**src/pkg/ebh_regs.vh**
```
// constants for the external bus hold and ready controller
`ifndef EBH_REGS_VH
`define EBH_REGS_VH

// register byte addresses
`define EBH_ADR_CTRL        4'h0
`define EBH_ADR_STATUS      4'h4

// control register fields
`define EBH_CTRL_MUX        0
`define EBH_CTRL_TRI_WS     1
`define EBH_CTRL_RWDLY      2
`define EBH_CTRL_RDY_EN     3
`define EBH_CTRL_HOLD_EN    4
`define EBH_CTRL_WS_LO      8
`define EBH_CTRL_WS_HI      11
`define EBH_CTRL_RESET      12'h0018
`define EBH_CTRL_WMASK      12'h0f1f

// status register fields
`define EBH_STAT_STATE_HI   3
`define EBH_STAT_HOLD_ACK   4
`define EBH_STAT_BUS_REQ    5
`define EBH_STAT_BUSY       6
`define EBH_STAT_RELEASED   7

// timing: clock output half period in system clocks, and the
// number of clock output cycles after the grant before bus request may rise
`define EBH_HALF_CLOCK_PERIOD  2
`define EBH_BUS_REQ_MIN_CYCLES 2

// bus sequencer states
`define EBH_ST_IDLE    4'h0
`define EBH_ST_ADDR    4'h1
`define EBH_ST_RWDLY   4'h2
`define EBH_ST_WS      4'h3
`define EBH_ST_CMD     4'h4
`define EBH_ST_MUXWS   4'h5
`define EBH_ST_TTC     4'h6
`define EBH_ST_REL     4'h7
`define EBH_ST_HELD    4'h8
`define EBH_ST_REGAIN  4'h9
`define EBH_ST_DRIVE   4'ha

`endif

```
**src/verilog/ebh_bus_ctrl.v**
```verilog
// external bus cycle controller with ready wait states and hold arbitration
//
// Design decisions made here: the address map and register access over Wishbone.
`timescale 1ns/100ps
`default_nettype none
`include "ebh_regs.vh"

module ebh_bus_ctrl #(
   parameter HALF_DIV  = `EBH_HALF_CLOCK_PERIOD,
   parameter REQ_MIN   = `EBH_BUS_REQ_MIN_CYCLES,
   parameter CS_W      = 4
) (
   input  wire            clk_sys,
   input  wire            rst_b,
   // classic wishbone slave
   input  wire            wb_cyc_i,
   input  wire            wb_stb_i,
   input  wire            wb_we_i,
   input  wire [3:0]      wb_adr_i,
   input  wire [3:0]      wb_sel_i,
   input  wire [31:0]     wb_dat_i,
   output reg  [31:0]     wb_dat_o,
   output wire            wb_ack_o,
   // core side request port
   input  wire            core_req,
   input  wire            core_we,
   input  wire [CS_W-1:0] core_cs_sel,
   output wire            core_done,
   // external bus pins
   output wire            clock_output,
   input  wire            ready_b,
   input  wire            hold_req_b,
   output wire            hold_ack_out,
   output wire            bus_request_out,
   output wire            ale_out,
   output wire            rd_b_out,
   output wire            wr_b_out,
   output wire            bus_oe,
   output wire [CS_W-1:0] chip_select_outputs_b,
   output wire [CS_W-1:0] chip_select_outputs_oe
);

   // clock output divider
   reg  [7:0]       div_cnt_ff;
   reg  [7:0]       nxt_div_cnt;
   reg              clk_out_ff;
   wire             div_wrap;
   wire             tick;

   // configuration and wishbone
   reg  [11:0]      ctrl_ff;
   reg              ack_ff;
   wire             wb_hit;
   wire [31:0]      status_word;
   wire [11:0]      wr_mask;

   // sequencer
   reg  [3:0]       state_ff;
   reg  [3:0]       nxt_state;
   reg  [3:0]       wait_cnt_ff;
   reg  [3:0]       nxt_wait_cnt;
   reg  [7:0]       req_cnt_ff;
   reg  [7:0]       nxt_req_cnt;
   reg              we_ff;
   reg  [CS_W-1:0]  cs_ff;
   reg              ale_ff;
   reg              rd_b_ff;
   reg              wr_b_ff;
   reg              oe_ff;
   reg              ack_out_ff;
   reg              bus_req_ff;
   reg              done_ff;
   reg              nxt_ale;
   reg              nxt_rd_b;
   reg              nxt_wr_b;
   reg              nxt_oe;
   reg              nxt_ack_out;
   reg              nxt_bus_req;
   reg              nxt_done;

   wire             cfg_mux;
   wire             cfg_tri_ws;
   wire             cfg_rwdly;
   wire             cfg_rdy_en;
   wire             cfg_hold_en;
   wire [3:0]       cfg_ws_cnt;
   wire             hold_req;

   // state after the data phase ends
   function [3:0] after_cmd;
      input mux;
      input tri_ws;
      begin
         if (mux) begin
            after_cmd = `EBH_ST_MUXWS;
         end else if (tri_ws) begin
            after_cmd = `EBH_ST_TTC;
         end else begin
            after_cmd = `EBH_ST_IDLE;
         end
      end
   endfunction

   assign cfg_mux     = ctrl_ff[`EBH_CTRL_MUX];
   assign cfg_tri_ws  = ctrl_ff[`EBH_CTRL_TRI_WS];
   assign cfg_rwdly   = ctrl_ff[`EBH_CTRL_RWDLY];
   assign cfg_rdy_en  = ctrl_ff[`EBH_CTRL_RDY_EN];
   assign cfg_hold_en = ctrl_ff[`EBH_CTRL_HOLD_EN];
   assign cfg_ws_cnt  = ctrl_ff[`EBH_CTRL_WS_HI:`EBH_CTRL_WS_LO];
   assign hold_req    = ~hold_req_b & cfg_hold_en;

   // clock output: tick marks each rising edge of the output clock
   assign div_wrap = (div_cnt_ff == HALF_DIV[7:0] - 8'h01);
   assign tick     = div_wrap & ~clk_out_ff;

   always @* begin
      if (div_wrap) begin
         nxt_div_cnt = 8'h00;
      end else begin
         nxt_div_cnt = div_cnt_ff + 8'h01;
      end
   end

   always @(posedge clk_sys or negedge rst_b) begin
      if (!rst_b) begin
         div_cnt_ff <= 8'h00;
         clk_out_ff <= 1'b0;
      end else begin
         div_cnt_ff <= nxt_div_cnt;
         if (div_wrap) begin
            clk_out_ff <= ~clk_out_ff;
         end
      end
   end

   assign clock_output = clk_out_ff;

   // wishbone slave, ack one cycle after the request, dropped next cycle
   assign wb_hit   = wb_cyc_i & wb_stb_i & ~ack_ff;
   assign wb_ack_o = ack_ff;
   assign wr_mask  = `EBH_CTRL_WMASK;

   assign status_word = {24'h0000_00, ~oe_ff, (state_ff != `EBH_ST_IDLE), bus_req_ff, ack_out_ff, state_ff};

   always @(posedge clk_sys or negedge rst_b) begin
      if (!rst_b) begin
         ack_ff   <= 1'b0;
         ctrl_ff  <= `EBH_CTRL_RESET;
         wb_dat_o <= 32'h0000_0000;
      end else begin
         ack_ff <= wb_hit;
         if (wb_hit && wb_we_i && wb_adr_i == `EBH_ADR_CTRL) begin
            if (wb_sel_i[0]) begin
               ctrl_ff[7:0] <= wb_dat_i[7:0] & wr_mask[7:0];
            end
            if (wb_sel_i[1]) begin
               ctrl_ff[11:8] <= wb_dat_i[11:8];
            end
         end
         if (wb_hit && !wb_we_i) begin
            case (wb_adr_i)
               `EBH_ADR_CTRL: begin
                  wb_dat_o <= {20'h0_0000, ctrl_ff};
               end
               `EBH_ADR_STATUS: begin
                  wb_dat_o <= status_word;
               end
               default: begin
                  wb_dat_o <= 32'h0000_0000;
               end
            endcase
         end
      end
   end

   // bus sequencer, advances once per output clock cycle
   always @* begin
      nxt_state    = state_ff;
      nxt_wait_cnt = wait_cnt_ff;
      nxt_req_cnt  = req_cnt_ff;
      nxt_ale      = ale_ff;
      nxt_rd_b     = rd_b_ff;
      nxt_wr_b     = wr_b_ff;
      nxt_oe       = oe_ff;
      nxt_ack_out  = ack_out_ff;
      nxt_bus_req  = bus_req_ff;
      nxt_done     = 1'b0;
      if (tick) begin
         case (state_ff)
            `EBH_ST_IDLE: begin
               if (hold_req) begin
                  // nothing running here, so the bus may be released
                  nxt_state = `EBH_ST_REL;
                  nxt_oe    = 1'b0;
               end else if (core_req) begin
                  nxt_state = `EBH_ST_ADDR;
                  nxt_ale   = 1'b1;
               end
            end
            `EBH_ST_ADDR: begin
               nxt_ale      = 1'b0;
               nxt_wait_cnt = cfg_ws_cnt;
               if (cfg_rwdly) begin
                  nxt_state = `EBH_ST_RWDLY;
               end else if (cfg_ws_cnt != 4'h0) begin
                  nxt_state = `EBH_ST_WS;
                  nxt_rd_b  = we_ff;
                  nxt_wr_b  = ~we_ff;
               end else begin
                  nxt_state = `EBH_ST_CMD;
                  nxt_rd_b  = we_ff;
                  nxt_wr_b  = ~we_ff;
               end
            end
            `EBH_ST_RWDLY: begin
               // command edge delayed by one cycle
               nxt_rd_b = we_ff;
               nxt_wr_b = ~we_ff;
               if (cfg_ws_cnt != 4'h0) begin
                  nxt_state = `EBH_ST_WS;
               end else begin
                  nxt_state = `EBH_ST_CMD;
               end
            end
            `EBH_ST_WS: begin
               nxt_wait_cnt = wait_cnt_ff - 4'h1;
               if (wait_cnt_ff == 4'h1) begin
                  nxt_state = `EBH_ST_CMD;
               end
            end
            `EBH_ST_CMD: begin
               // ready sampled once per output clock rising edge only
               if (cfg_rdy_en && ready_b) begin
                  nxt_state = `EBH_ST_CMD;
               end else begin
                  nxt_state = after_cmd(cfg_mux, cfg_tri_ws);
                  nxt_rd_b  = 1'b1;
                  nxt_wr_b  = 1'b1;
                  nxt_done  = 1'b1;
               end
            end
            `EBH_ST_MUXWS: begin
               if (cfg_tri_ws) begin
                  nxt_state = `EBH_ST_TTC;
               end else begin
                  nxt_state = `EBH_ST_IDLE;
               end
            end
            `EBH_ST_TTC: begin
               nxt_state = `EBH_ST_IDLE;
            end
            `EBH_ST_REL: begin
               // drivers already off, now grant
               nxt_ack_out  = 1'b1;
               nxt_req_cnt  = 8'h00;
               nxt_state    = `EBH_ST_HELD;
            end
            `EBH_ST_HELD: begin
               if (!hold_req) begin
                  // regain on hold going inactive, requested or not
                  nxt_state   = `EBH_ST_REGAIN;
                  nxt_ack_out = 1'b0;
                  nxt_bus_req = 1'b0;
               end else begin
                  if (req_cnt_ff != REQ_MIN[7:0]) begin
                     nxt_req_cnt = req_cnt_ff + 8'h01;
                  end
                  nxt_bus_req = core_req & (req_cnt_ff == REQ_MIN[7:0]);
               end
            end
            `EBH_ST_REGAIN: begin
               nxt_oe    = 1'b1;
               nxt_state = `EBH_ST_DRIVE;
            end
            `EBH_ST_DRIVE: begin
               nxt_state = `EBH_ST_IDLE;
            end
            default: begin
               nxt_state = `EBH_ST_IDLE;
            end
         endcase
      end
   end

   always @(posedge clk_sys or negedge rst_b) begin
      if (!rst_b) begin
         state_ff    <= `EBH_ST_IDLE;
         wait_cnt_ff <= 4'h0;
         req_cnt_ff  <= 8'h00;
         we_ff       <= 1'b0;
         cs_ff       <= {CS_W{1'b0}};
         ale_ff      <= 1'b0;
         rd_b_ff     <= 1'b1;
         wr_b_ff     <= 1'b1;
         oe_ff       <= 1'b1;
         ack_out_ff  <= 1'b0;
         bus_req_ff  <= 1'b0;
         done_ff     <= 1'b0;
      end else begin
         state_ff    <= nxt_state;
         wait_cnt_ff <= nxt_wait_cnt;
         req_cnt_ff  <= nxt_req_cnt;
         ale_ff      <= nxt_ale;
         rd_b_ff     <= nxt_rd_b;
         wr_b_ff     <= nxt_wr_b;
         oe_ff       <= nxt_oe;
         ack_out_ff  <= nxt_ack_out;
         bus_req_ff  <= nxt_bus_req;
         done_ff     <= nxt_done;
         if (tick && state_ff == `EBH_ST_IDLE && !hold_req && core_req) begin
            we_ff <= core_we;
            cs_ff <= core_cs_sel;
         end else if (nxt_done) begin
            cs_ff <= {CS_W{1'b0}};
         end
      end
   end

   assign core_done              = done_ff;
   assign hold_ack_out           = ack_out_ff;
   assign bus_request_out        = bus_req_ff;
   assign ale_out                = ale_ff;
   assign rd_b_out               = rd_b_ff;
   assign wr_b_out               = wr_b_ff;
   assign bus_oe                 = oe_ff;
   assign chip_select_outputs_b  = ~cs_ff;
   assign chip_select_outputs_oe = {CS_W{oe_ff}};

endmodule // ebh_bus_ctrl
`default_nettype wire

```
**config.mk**
```make
export PLATFORM = sky130hd
export DESIGN_NAME = ebh_bus_ctrl
export DESIGN_NICKNAME = d
export VERILOG_FILES = /design/src/verilog/ebh_bus_ctrl.v
export VERILOG_INCLUDE_DIRS = /design/src /design/src/pkg
export SDC_FILE = /design/constraint.sdc
export NUM_CORES = 1
export LEC_CHECK = 0
export BUFFER_PORTS_ARGS = -buffer_cell sky130_fd_sc_hd__buf_2
export CAP_MARGIN = 20
export CORE_MARGIN = 4
export CORE_UTILIZATION = 50
export DETAILED_ROUTE_END_ITERATION = 12
export PLACE_DENSITY = 0.82
export SLEW_MARGIN = 25
export SYNTH_ARGS = -nofsm -noshare
export SYNTH_HDL_FRONTEND = slang
export SYNTH_SLANG_ARGS = --single-unit
```
**constraint.sdc**
```tcl
create_clock -name clk_sys -period 2.5 [get_ports clk_sys]
set_clock_uncertainty 0.15 [all_clocks]
set_input_delay 0.625 -clock clk_sys [delete_from_list [all_inputs] [get_ports clk_sys]]
set_output_delay 0.625 -clock clk_sys [all_outputs]
set_load 0.005 [all_outputs]
```
=== After elaboration in Yosys (flattened, before gate mapping) ===
Index checks and enable logic that the tools add are counted.

* Add/subtract/negate cells: 3
* Eq/ne operators: 23
* Mux-type cells: 34
* Bitwise operators: 11
* Reductions and logical operators: 29

{| class="wikitable"
|+ Operators by type and width
! kind !! number
|-
| one-hot mux 4 bit (9 select lines) || 1
|-
| 2-to-1 mux 4 bit || 6
|-
| 2-to-1 mux 8 bit || 3
|-
| one-hot mux 12 bit (2 select lines) || 1
|-
| inequality test 2 bit (second input constant) || 9
|-
| adder 8 x 1 -> 8 bit (second input constant) || 2
|-
| equality test 4 x 3 -> 1 bit (second input constant) || 4
|-
| one-hot mux 8 bit (2 select lines) || 1
|-
| AND reduction 4 bit || 4
|-
| 2-to-1 mux 3 bit || 5
|-
| 2-to-1 mux 1 bit || 11
|-
| nonzero test 2 bit || 5
|-
| equality test 4 x 1 -> 1 bit (second input constant) || 2
|-
| equality test 4 x 2 -> 1 bit (second input constant) || 2
|-
| equality test 4 bit (second input constant) || 2
|-
| equality test 8 x 1 -> 1 bit (second input constant) || 1
|-
| equality test 8 x 2 -> 1 bit (second input constant) || 1
|-
| logical NOT 4 bit || 2
|-
| inequality test 8 x 2 -> 1 bit (second input constant) || 1
|-
| one-hot mux 4 bit (2 select lines) || 1
|-
| AND reduction 2 bit || 4
|-
| nonzero test 4 bit || 2
|-
| logical AND 1 bit || 7
|-
| one-hot mux 1 bit (2 select lines) || 3
|-
| other kinds (9) || 20
|}

* Register bits after elaboration: 79
* Bits of input ports: 53
* Output and inout bits: 49
* Logic and storage cells: 118

=== Longest topological paths before layout ===
Gate-level depths: netlist of run 1.

* Word-level depth: 6
* Depth in mapped cells: 9
* Depth with buffers taken out: 7

=== Worst setup path after synthesis of run 1 ===
OpenSTA, ideal clock, no wires.

* Path kind: input -> register
* From: in hold_req_b
* To: reg state_ff[2]
* Library setup time: 125 ps
* Data arrival time: 1967 ps
* Required time: 2225 ps
* Slack: 258 ps
* Stages: 4
* Buffers on the path: 0
* Cell sequence: nor2b_1 nor3_1 a2111oi_2 mux2_2

* Cells in the longest elaborated chain, start to end: 4
* Elaborated cells between the ends (all ways): 7
* Those cells by class: eq/ne: 2; mux: 2; bitwise: 2; reduce/logical: 1

{| class="wikitable"
|+ Ends and longest elaborated chain
! element !! RTL line !! text
|-
| from (decl) || ebh_bus_ctrl.v:32 || <nowiki>input wire hold_req_b,</nowiki>
|-
| NOT 1 bit * || ebh_bus_ctrl.v:110 || <nowiki>assign hold_req = ~hold_req_b & cfg_hold_en;</nowiki>
|-
| AND 1 bit * || ebh_bus_ctrl.v:110 ||
|-
| 2-to-1 mux 4 bit, or another cell as far along || ebh_bus_ctrl.v:191 || <nowiki>if (hold_req) begin</nowiki>
|-
| one-hot mux 4 bit (9 select lines) / AND reduction 4 bit (equally long branches) || -- ||
|-
| to (signal assigned) || ebh_bus_ctrl.v:287 || <nowiki>state_ff <= `EBH_ST_IDLE;</nowiki>
|-
| to (signal assigned) || ebh_bus_ctrl.v:300 || <nowiki>state_ff <= nxt_state;</nowiki>
|-
| to (decl) || ebh_bus_ctrl.v:58 || <nowiki>reg [3:0] state_ff;</nowiki>
|}

Mark *: on every way between the ends. The rest lies on a longest branch, timed or not.
A chain may end at the register's enable or synchronous reset.

=== Final worst setup path of run 1 ===
* From: reg state_ff[0]
* To: reg req_cnt_ff[3]

* Cells in the longest elaborated chain, start to end: 3
* Elaborated cells between the ends (all ways): 7
* Those cells by class: eq/ne: 4; mux: 1; reduce/logical: 2

{| class="wikitable"
|+ Ends and longest elaborated chain
! element !! RTL line !! text
|-
| equality test 4 bit / equality test 4 x 3 -> 1 bit (equally long branches) || ebh_bus_ctrl.v:189 || <nowiki>case (state_ff)</nowiki>
|-
| inequality test 2 bit (no line) / nonzero test 2 bit (equally long branches) || -- ||
|-
| AND reduction 4 bit (no line) || -- ||
|-
| to (signal assigned) || ebh_bus_ctrl.v:302 || <nowiki>req_cnt_ff <= nxt_req_cnt;</nowiki>
|-
| to (decl) || ebh_bus_ctrl.v:62 || <nowiki>reg [7:0] req_cnt_ff;</nowiki>
|}

Parallel ways exist; a longest one is shown, timed or not.

==> impl_results.md, run 1 <==
- Sequential fraction of design power: 42.3%
- Leakage power summed over all cells: 0.00178 uW
- Synthesized flop and latch total: 59
- Pin count of the biggest net entering global routing: 60
- Fraction of final layout cells sized beyond drive strength 1: 27.9%
- Final period util: 93.1%
- Relative contribution of the clock network to total power: 26.0%
- Height of the die: 87.5 um
- Length of the first detailed-routing pass in iterations: 4
- Worst slack at placement: 0.214 ns
- Biggest fanout along the worst timing path: 16
- Grt ovf: 0
- Worst-case register-to-register setup slack: 0.17 ns
- Post-synth top flop: sky130_fd_sc_hd__dfrtp_1
- Dominant cells by area after synthesis: sky130_fd_sc_hd__dfrtp_1 (43%), sky130_fd_sc_hd__buf_4 (5.9%), sky130_fd_sc_hd__dfstp_2 (4.2%), sky130_fd_sc_hd__mux2_2 (3.9%), sky130_fd_sc_hd__nand2_1 (3.8%)
- Filler Cells Inserted: 495
- Post-CTS resize count: 0
- Via-per-instance ratio: 5.52
- First-iteration detailed-routing DRC count: 100
- Number of rows in the core area: 28
- Initial Util: 52.5%
- Crit path time final: 2.33 ns
- Post-route worst setup slack: 0.172 ns
- Power per Cell Area: 826 mW/mm2
- Cell internal power dissipation: 1970 uW
- GRT Total Usage: 19.0%
- Yosys warning total: 0
- Crit-path slowest cell: sky130_fd_sc_hd__or4_1
- Top-area cell type share of the netlist area: 42.7%
- Via count of the first global-routing pass: 2,454
- Path type of the worst setup path: flip-flop to flip-flop
- Number of antenna-violating nets in the routed design: 0
- Routed length per placed instance: 14.9 um
- Growth of design area from synthesis to finish: 15.9%
- Number of different library cells in the post-synthesis netlist: 53
- Proportion of synthesized chip area in sequential cells: 46.9%
- Endpoint of the worst register-to-register path: req_cnt_ff[3]$_DFFE_PN0P_
- Wire length of the first global-routing pass: 11,400 um
- Cell count after placement: 446
- Total clock sinks: 59
- Number of max-slew violations in the final report: 0
- Headroom to the max-slew limit: 59.4%
- Net total in the final layout: 441
- Final hold violation count: 0
- Path category of the worst min-delay check: input pin to async pin
- Share of synthesized registers carrying an async set or reset: 100%
- Fin Setup TNS: 0 ns
- Clock tree from TritonCTS: yes
- Final Instance Count excl. Fillers: 462
- Outcome: finished clean
- Drc violations: 0
- Clock root buffer master: sky130_fd_sc_hd__clkbuf_8
- Category of cells accounting for the largest share of critical-path delay: simple AND/OR/NAND/NOR gates
- IO buf count: 56
- IO Pins: 102
- Combined flip-flop and latch cell area: 0.00148 mm2
- Final Routed Wirelength: 6880 um
- Endpoint class of the critical path: flip-flop
- Crit path largest cell delay: 0.54 ns
- Clock network latency to the later pin of the worst-skew pair: 0.34 ns
- RSZ-0062 raised after global routing: false
- Combined area of the multi-input logic cells: 0.00147 mm2
- Maximum clock frequency: 0.429 GHz
- Actual slew at the worst max-slew pin: 0.601 ns
- Clock-pin slew reported for the worst setup and hold paths after clock tree synthesis: 0.07 ns
- Total of max-cap violations: 0
- Length in cells of the worst reg-to-reg path: 5
- Launch point of the worst path: state_ff[0]$_DFFE_PN0P_
- CORE AREA: 0.00603 mm2
- Biggest area consumer among synthesized cells: sky130_fd_sc_hd__dfrtp_1
- Critical register-to-register path startpoint: state_ff[0]$_DFFE_PN0P_
- Antenna violations before repair: 0
- WP buf/inv: 0
- P_sw: 1050 uW
- Worst Path Arrival: 2.44 ns
- Area of the mapped netlist: 0.00316 mm2
- Maximum vdd drop: 0.418 mV
- H-tree depth reported by CTS: 3
- Count of vias placed by the detailed router: 2,549
- Full die area: 0.00766 mm2
- Combinational share of power: 31.7%
- Gp weighted congestion: 0.865
- Half-perimeter wire length of the detailed placement result: 5110 um
- Synth Area per Inst: 9.94 um2
- Total setup violations reported at the end of the flow: 0
- Horizontal die dimension: 87.5 um
- Startpoint Class: flip-flop
- Req. time, crit path: 2.61 ns
- TritonCTS buffer count: 9
- Hold_buf cts: 0
- Post-CTS setup buffer count: 0
- Net Sw Frac: 34.8%
- Syn Inst Count: 318
- Total power: 3030 uW
- Diode count: 0
- Chain of cells forming the critical path: nor4b_4 -> o41ai_1 -> a21o_1 -> or4_1 -> a21oi_1
- Post-synth EDFFs: 0
- Buffer levels on the longest clock path: 2
==> sequential cells by signal, indices dropped and copies added (netlist names), 4 cells and up <==
name / flops
cs_ff: 4
wb_dat_o: 12
wait_cnt_ff: 4
div_cnt_ff: 8
ctrl_ff: 9
state_ff: 4
req_cnt_ff: 8
==> layout by cell type, fill, tap and decap left out, types with 6 or more instances in the layout <==
| cell type | count |
|---|---|
| sky130_fd_sc_hd__buf_2 | 56 |
| sky130_fd_sc_hd__dfrtp_1 | 54 |
| sky130_fd_sc_hd__nand2_1 | 32 |
| sky130_fd_sc_hd__nor2_1 | 27 |
| sky130_fd_sc_hd__conb_1 | 20 |
| sky130_fd_sc_hd__o21ai_0 | 14 |
| sky130_fd_sc_hd__o31ai_1 | 13 |
| sky130_fd_sc_hd__buf_4 | 13 |
| sky130_fd_sc_hd__inv_1 | 11 |
| sky130_fd_sc_hd__mux2_2 | 11 |
| sky130_fd_sc_hd__clkbuf_8 | 11 |
| sky130_fd_sc_hd__nand3_1 | 7 |
| sky130_fd_sc_hd__nand4_1 | 7 |
| sky130_fd_sc_hd__a21oi_1 | 7 |
| sky130_fd_sc_hd__a22o_1 | 7 |
| sky130_fd_sc_hd__or4_1 | 7 |
| sky130_fd_sc_hd__xnor2_1 | 6 |
| sky130_fd_sc_hd__ha_1 | 6 |
==> Yosys cell counts, drive strengths merged (3+ instances only) <==
master / instances
a22oi: 5
or4b: 3
and2: 3
o21ai: 14
a21oi: 7
buf: 29
ha: 6
or4: 7
o211ai: 4
nor2b: 5
xnor2: 6
nand3: 7
a22o: 7
inv: 11
nor4: 3
nand2b: 5
clkbuf: 7
o31ai: 13
nand4: 8
nand2: 32
dfstp: 5
nor3: 5
and3: 5
mux2: 12
nor2: 27
dfrtp: 54
==> how the worst max path moves through the flow <==
stage,slack (ns),to,cells past startpoint
5_1_grt,0.005,req_cnt_ff[6]$_DFFE_PN0P_,6
2_1_floorplan,0.26,state_ff[2]$_DFFE_PN0P_,4
3_3_place_gp,0.23,req_cnt_ff[3]$_DFFE_PN0P_,5
4_1_cts,0.18,req_cnt_ff[3]$_DFFE_PN0P_,5
3_5_place_dp,0.21,req_cnt_ff[3]$_DFFE_PN0P_,5
6_report,0.17,req_cnt_ff[3]$_DFFE_PN0P_,5
==> power by group through the flow <==
stage / clock network [uW] / logic (uW) / registers [uW]
2_1_floorplan: 0 / 739 / 1220
3_3_place_gp: 0 / 927 / 1280
3_5_place_dp: 0 / 961 / 1290
4_1_cts: 802 / 966 / 1280
5_1_grt: 840 / 1070 / 1310
6_report: 786 / 959 / 1280
==> layer usage <==
layer | track usage, % | routed length, um | up-vias
met1 | 24.8 | 2970 | 1247
li1 | - | - | 1227
met5 | 0 | 0 | -
met3 | 4.26 | 418 | 8
met2 | 30.8 | 3420 | 67
met4 | 7.95 | 73 | 0
==> cell families (layout without fill, tap and decap cells) <==
group	Yosys count	count (layout)	synth area share, %
and+or+nand+nor	122	122	20.9
DFF	59	59	46.9
AOI/OAI and AO/OA	62	62	13.9
buffers and inverters	47	97	8.90
xor gates and xnor gates	7	7	1.94
adders and majority gates	6	6	2.37
muxes	14	14	4.91
other	1	20	0.119
==> final cells by class <==
class	instances	area share, %
Clock buffer	11	4.13
Clock inverter	5	0.751
Inverter	11	1.13
Multi-Input combinational cell	231	40.1
Sequential cell	59	40.5
Tap cell	75	2.56
Timing Repair Buffer	70	10.9
==> metrics by stage <==
step                util, %  instance area (um2)  hold WS [ns]
floorplan                 -                 3230         0.179
global placement       57.8                 3480         0.299
detailed placement     57.8                 3480         0.316
CTS                    60.8                 3660         0.139
global route           60.8                 3660         0.139
finish                 60.8                 3660         0.116
Power figures use the tool's default switching activity.
==> run 2, diff against run 1 <==
- ABC_AREA: default -> 1
- PLACE_DENSITY: 0.82 -> 0.81
==> impl_results.md, run 2 <==
- Total setup violations reported at the end of the flow: 0
- Crit path largest cell delay: 0.57 ns
- H-tree depth reported by CTS: 3
- Power per Cell Area: 892 mW/mm2
- Actual slew at the worst max-slew pin: 0.533 ns
- Biggest area consumer among synthesized cells: sky130_fd_sc_hd__dfrtp_1
- Number of rows in the core area: 30
- Buffer levels on the longest clock path: 2
- Growth of design area from synthesis to finish: 14.4%
- Category of cells accounting for the largest share of critical-path delay: flip-flops
- Top-area cell type share of the netlist area: 39.1%
- First-iteration detailed-routing DRC count: 216
- Diode count: 0
- Worst slack at placement: 0.520 ns
- Number of max-slew violations in the final report: 0
- TritonCTS buffer count: 9
- Commonest cells in the synthesized netlist: sky130_fd_sc_hd__nand2_1 (129), sky130_fd_sc_hd__dfrtp_1 (54), sky130_fd_sc_hd__nand3_1 (45)
- IO buf count: 56
- Path category of the worst min-delay check: input pin to async pin
- Length of the first detailed-routing pass in iterations: 7
- Gp weighted congestion: 0.885
- Endpoint of the worst register-to-register path: state_ff[2]$_DFFE_PN0P_
- Final Routed Wirelength: 7480 um
- Syn Inst Count: 445
- Req. time, crit path: 1.73 ns
- Fraction of final layout cells sized beyond drive strength 1: 22.6%
- Most common cell after layout, fill and taps aside: sky130_fd_sc_hd__nand2_1
- Post-CTS resize count: 0
- Antenna violations before repair: 0
- Crit path time final: 1.81 ns
- Path type of the worst setup path: flip-flop to primary output
- Endpoint class of the critical path: primary output
- Maximum clock frequency: 0.552 GHz
- Grt ovf: 0
- Proportion of synthesized chip area in sequential cells: 42.9%
- Maximum vdd drop: 0.415 mV
- RSZ-0062 raised after global routing: false
- Worst Path Arrival: 1.04 ns
- Critical register-to-register path startpoint: ctrl_ff[4]$_DFFE_PN1P_
- Number of different library cells in the post-synthesis netlist: 37
- Cell count after placement: 573
- Post-route worst setup slack: 0.690 ns
- Clock root buffer master: sky130_fd_sc_hd__clkbuf_8
- Total clock sinks: 59
- Pin count of the biggest net entering global routing: 38
- CORE AREA: 0.00676 mm2
- Fin Setup TNS: 0 ns
- Count of vias placed by the detailed router: 3,016
- Clock-pin slew reported for the worst setup and hold paths after clock tree synthesis: 0.07 ns
- Final Instance Count excl. Fillers: 589
- WP buf/inv: 1
- Worst-case register-to-register setup slack: 0.70 ns
- Via count of the first global-routing pass: 2,802
- Net total in the final layout: 563
- Commonest cells after routing, fill and taps aside: sky130_fd_sc_hd__nand2_1 (129), sky130_fd_sc_hd__buf_2 (56), sky130_fd_sc_hd__dfrtp_1 (54), sky130_fd_sc_hd__nand3_1 (45), sky130_fd_sc_hd__nor2_1 (44)
- Area of the mapped netlist: 0.00346 mm2
- Final hold violation count: 0
- Headroom to the max-slew limit: 64.4%
- Synth Area per Inst: 7.77 um2
- Clock network latency to the later pin of the worst-skew pair: 0.34 ns
- GRT Total Usage: 18.8%
- Drc violations: 0
- Full die area: 0.00831 mm2
- Register name with the most flops: wb_dat_o
- Most used standard cell by instance count after synthesis: sky130_fd_sc_hd__nand2_1
- Routed length per placed instance: 12.7 um
- Via-per-instance ratio: 5.12
- Total of max-cap violations: 0
- Height of the die: 91.2 um
- Half-perimeter wire length of the detailed placement result: 5630 um
- Clock tree from TritonCTS: yes
- Post-CTS setup buffer count: 0
- Chain of cells forming the critical path: buf_2
- Dominant cells by area after synthesis: sky130_fd_sc_hd__dfrtp_1 (39%), sky130_fd_sc_hd__nand2_1 (14%), sky130_fd_sc_hd__nand3_1 (6.5%), sky130_fd_sc_hd__buf_4 (5.2%), sky130_fd_sc_hd__nor2_1 (4.8%)
- IO Pins: 102
- Flip-flop count of the largest register, all copies and words added: 12
- Number of antenna-violating nets in the routed design: 0
- Initial Util: 51.2%
- Post-synth EDFFs: 0
- Hold_buf cts: 0
- Wire length of the first global-routing pass: 12,600 um
- Startpoint Class: flip-flop
- Horizontal die dimension: 91.2 um
- Synthesized flop and latch total: 59
- Leakage power summed over all cells: 0.00208 uW
- Share of synthesized registers carrying an async set or reset: 100%
- Biggest fanout along the worst timing path: 7
- Post-synth top flop: sky130_fd_sc_hd__dfrtp_1
- Outcome: finished clean
- Yosys warning total: 0
- Crit-path slowest cell: sky130_fd_sc_hd__dfstp_2
- Largest registers ranked by flip-flop count: wb_dat_o: 12 flops, ctrl_ff: 9 flops
- Length in cells of the worst reg-to-reg path: 7
- Final period util: 72.4%
run 2: power breakdown:
part,leakage (uW),switching (uW),internal [uW]
logic,0.00121,770,442
clock network,0.000113,388,614
registers,0.000765,174,1140
total,0.00208,1330,2200
run 2: per-layer routing:
layer  vias up  part of all wire (%)  GRT usage (%)
li1       1496                     -              -
met1      1421                    41           23.0
met2        89                    51           31.9
met3        10                   6.2           4.72
met4         0                   1.3           7.04
met5         -                     0              0
run 2: layout make-up:
cell class	instances	area, um2
Clock buffer	12	155
Timing Repair Buffer	58	308
Fill cell	607	2800
Inverter	46	174
Clock inverter	4	72.6
Tap cell	80	100
Sequential cell	59	1480
Multi-Input combinational cell	330	1660
run 2: kinds of logic after synthesis:
family / after synthesis / synth area share, %
other cells: 1 / 0.108
xor+xnor: 6 / 1.52
compound gates: 42 / 7.09
fa+ha+maj: 6 / 2.17
simple gates: 256 / 35.1
buf+inv: 75 / 11.1
flops: 59 / 42.9
run 2: worst max path at each step:
stage / from / end / slack (ns) / depth (start not counted)
floorplan: wb_adr_i[3] / ctrl_ff[0]$_DFFE_PN0P_ / 0.83 / 6
global placement: wb_adr_i[3] / ctrl_ff[2]$_DFFE_PN0P_ / 0.57 / 7
detailed placement: wb_adr_i[3] / ctrl_ff[2]$_DFFE_PN0P_ / 0.52 / 7
CTS: ctrl_ff[4]$_DFFE_PN1P_ / state_ff[2]$_DFFE_PN0P_ / 0.67 / 7
global route: ctrl_ff[4]$_DFFE_PN1P_ / state_ff[2]$_DFFE_PN0P_ / 0.50 / 7
finish: bus_oe$_DFFE_PN1P_ / chip_select_outputs_oe[2] / 0.69 / 1
run 2: through the flow:
step	power [uW]	util (%)	area, um2	hold WS (ns)
final	3530	58.5	3950	0.107
after global routing	3780	58.5	3950	0.147
after CTS	3540	58.5	3950	0.122
after detailed placement	2530	55.1	3730	0.286
after global placement	2480	55.1	3730	0.285
after floorplan	2220	-	3530	0.179
==> run 3, diff against run 2 <==
- CORE_UTILIZATION: 50 -> 47
- PLACE_DENSITY: 0.81 -> 0.8
- clock period: 2.5 -> 1.6 ns (I/O delays scaled with it)
==> impl_results.md, run 3 (synthesis gave the netlist of run 2 again) <==
- Leakage power summed over all cells: 0.00227 uW
- Req. time, crit path: 1.73 ns
- Pin count of the biggest net entering global routing: 60
- Crit-path slowest cell: sky130_fd_sc_hd__dfstp_2
- IO buf count: 56
- Via count of the first global-routing pass: 2,985
- Diode count: 0
- Sequential fraction of design power: 37.1%
- Number of rows in the core area: 31
- Register name with the most flops: wb_dat_o
- Final Instance Count excl. Fillers: 648
- Crit path largest cell delay: 0.53 ns
- Cell internal power dissipation: 3280 uW
- Post-route worst setup slack: -0.0209 ns
- Commonest cells after routing, fill and taps aside: sky130_fd_sc_hd__nand2_1 (121), sky130_fd_sc_hd__buf_2 (56), sky130_fd_sc_hd__dfrtp_1 (51), sky130_fd_sc_hd__nand3_1 (43), sky130_fd_sc_hd__nor2_1 (42)
- GRT Total Usage: 18.7%
- Count of vias placed by the detailed router: 3,115
- Chain of cells forming the critical path: inv_2 -> nor2_4 -> nor2_1 -> nand2_1 -> nand3_1 -> nor2_4 -> nand2_1 -> nand2_1
- Combined area of the multi-input logic cells: 0.00174 mm2
- Routed length per placed instance: 12.4 um
- Final Routed Wirelength: 8060 um
- Largest registers ranked by flip-flop count: wb_dat_o: 12 flops, ctrl_ff: 9 flops
- Half-perimeter wire length of the detailed placement result: 5810 um
- Maximum clock frequency: 0.617 GHz
- RSZ-0062 raised after global routing: true
- Net total in the final layout: 603
- Initial Util: 47.9%
- Clock root buffer master: sky130_fd_sc_hd__clkbuf_8
- Post-route cell area: 0.00433 mm2
- Via-per-instance ratio: 4.81
- Total setup violations reported at the end of the flow: 2
- Cell count after placement: 623
- Outcome: finished with violations
- Clock network latency to the later pin of the worst-skew pair: 0.34 ns
- Antenna violations before repair: 0
- Net Sw Frac: 40.3%
- CORE AREA: 0.00721 mm2
- Filler Cells Inserted: 658
- Startpoint Class: flip-flop
- Power per Cell Area: 1270 mW/mm2
- IO Pins: 102
- Crit path time final: 1.62 ns
- TritonCTS buffer count: 9
- Length of the first detailed-routing pass in iterations: 4
- Fraction of final layout cells sized beyond drive strength 1: 31.5%
- Worst Path Arrival: 1.75 ns
- Flip-flop count of the largest register, all copies and words added: 12
- Number of max-slew violations in the final report: 0
- Combinational share of power: 41.5%
- H-tree depth reported by CTS: 3
- Wire length of the first global-routing pass: 13,200 um
- Failing checks: negative setup slack
- Drc violations: 0
- Height of the die: 93.8 um
- Cell Area, Placed: 0.00400 mm2
- Number of antenna-violating nets in the routed design: 0
- Relative contribution of the clock network to total power: 21.4%
- Total of max-cap violations: 0
- First-iteration detailed-routing DRC count: 164
- Horizontal die dimension: 93.8 um
- Path category of the worst min-delay check: input pin to flip-flop
- Clock-pin slew reported for the worst setup and hold paths after clock tree synthesis: 0.07 ns
- Final period util: 101%
- Clock tree from TritonCTS: yes
- Buffer levels on the longest clock path: 2
- Grt ovf: 0
- Full die area: 0.00879 mm2
- Most common cell after layout, fill and taps aside: sky130_fd_sc_hd__nand2_1
- Cell repeated most along the worst path: sky130_fd_sc_hd__nand2_1
- Growth of design area from synthesis to finish: 25.4%
- Biggest fanout along the worst timing path: 6
- Endpoint class of the critical path: flip-flop
- Combined flip-flop and latch cell area: 0.00149 mm2
- Gp weighted congestion: 0.844
- Maximum vdd drop: 0.764 mV
- Final hold violation count: 0
- Path type of the worst setup path: flip-flop to flip-flop
- Total clock sinks: 59
- P_sw: 2210 uW
[run 3: cell count changes in the layout (fill, tap and decap cells not counted), moves of 4 or more]
cell | previous run | this run
sky130_fd_sc_hd__nor2_4 | 4 | 8
sky130_fd_sc_hd__nand2_1 | 129 | 121
sky130_fd_sc_hd__nand2_2 | 9 | 16
sky130_fd_sc_hd__o21ai_0 | 19 | 11
sky130_fd_sc_hd__buf_4 | 1 | 36
sky130_fd_sc_hd__o21ai_1 | 5 | 13
[run 3: worst paths after layout]
kind / from / to / slack (ns) / cells after the start
max in group asynchronous: rst_b / rd_b_out$_DFFE_PN1P_ / 0.57 / 3
worst min register to register: wr_b_out$_DFFE_PN1P_ / wr_b_out$_DFFE_PN1P_ / 0.31 / 2
worst max register to register: ctrl_ff[4]$_DFFE_PN1P_ / state_ff[1]$_DFFE_PN0P_ / -0.02 / 8
worst max-delay path: ctrl_ff[4]$_DFFE_PN1P_ / state_ff[1]$_DFFE_PN0P_ / -0.02 / 8
worst min-delay path: wb_dat_i[3] / ctrl_ff[3]$_DFFE_PN1P_ / 0.12 / 3
min in group asynchronous: rst_b / wb_dat_o[3]$_DFFE_PN0P_ / 0.43 / 3
[run 3: timing repair]
| action | CTS | global route |
|---|---|---|
| hold buffers | 1 | 0 |
| hold endpoints to repair | 54 | 0 |
| pin swaps | 6 | 8 |
| resized for setup | 8 | 32 |
| setup buffers | 3 | 5 |
| setup endpoints to repair | 22 | 39 |
[run 3: final cells by class]
class                   instances  share of cell area (%)
multi-input cells             330                    40.2
flip-flops and latches         59                    34.3
repair buffers                 98                    14.8
inverters                      46                    4.10
clock buffers                  11                    3.03
well taps                      99                    2.86
clock inverters                 5                   0.693
[run 3: critical path, delay by kind of cell, from the launching register on]
family / cells / cell delay (ns)
AND/OR/NAND/NOR: 7 / 0.83
buffers and inverters: 1 / 0.05
flip-flops: 1 / 0.53
[run 3: power by group through the flow]
stage / sequential (uW) / combinational, uW / clock [uW]
final: 2040 / 2270 / 1180
after global routing: 2070 / 2550 / 1250
after CTS: 2030 / 2180 / 1190
after detailed placement: 2050 / 2120 / 0
after global placement: 2040 / 2070 / 0
after floorplan: 1980 / 1500 / 0
[run 3: metal layers]
layer,global-route usage (%),part of all wire [%],up-vias
met5,0,0,-
met4,6.86,1.4,0
met3,3.29,4.3,12
met2,31.6,52,65
met1,23.8,42,1468
li1,-,-,1570
[run 3: per-stage QoR]
stage / TNS (ns) / utilization, % / hold WS, ns / power [uW] / setup WS (ns)
after detailed placement: -0.345 / 55.4 / 0.282 / 4180 / -0.0512
final: -0.0232 / 60.1 / 0.123 / 5480 / -0.0209
after CTS: -0.00920 / 58.3 / 0.116 / 5400 / -0.00920
after global routing: -1.55 / 60.1 / 0.134 / 5870 / -0.117
after global placement: -0.0502 / 55.4 / 0.278 / 4110 / -0.0177
after floorplan: 0 / - / -0.0456 / 3470 / 0.0374
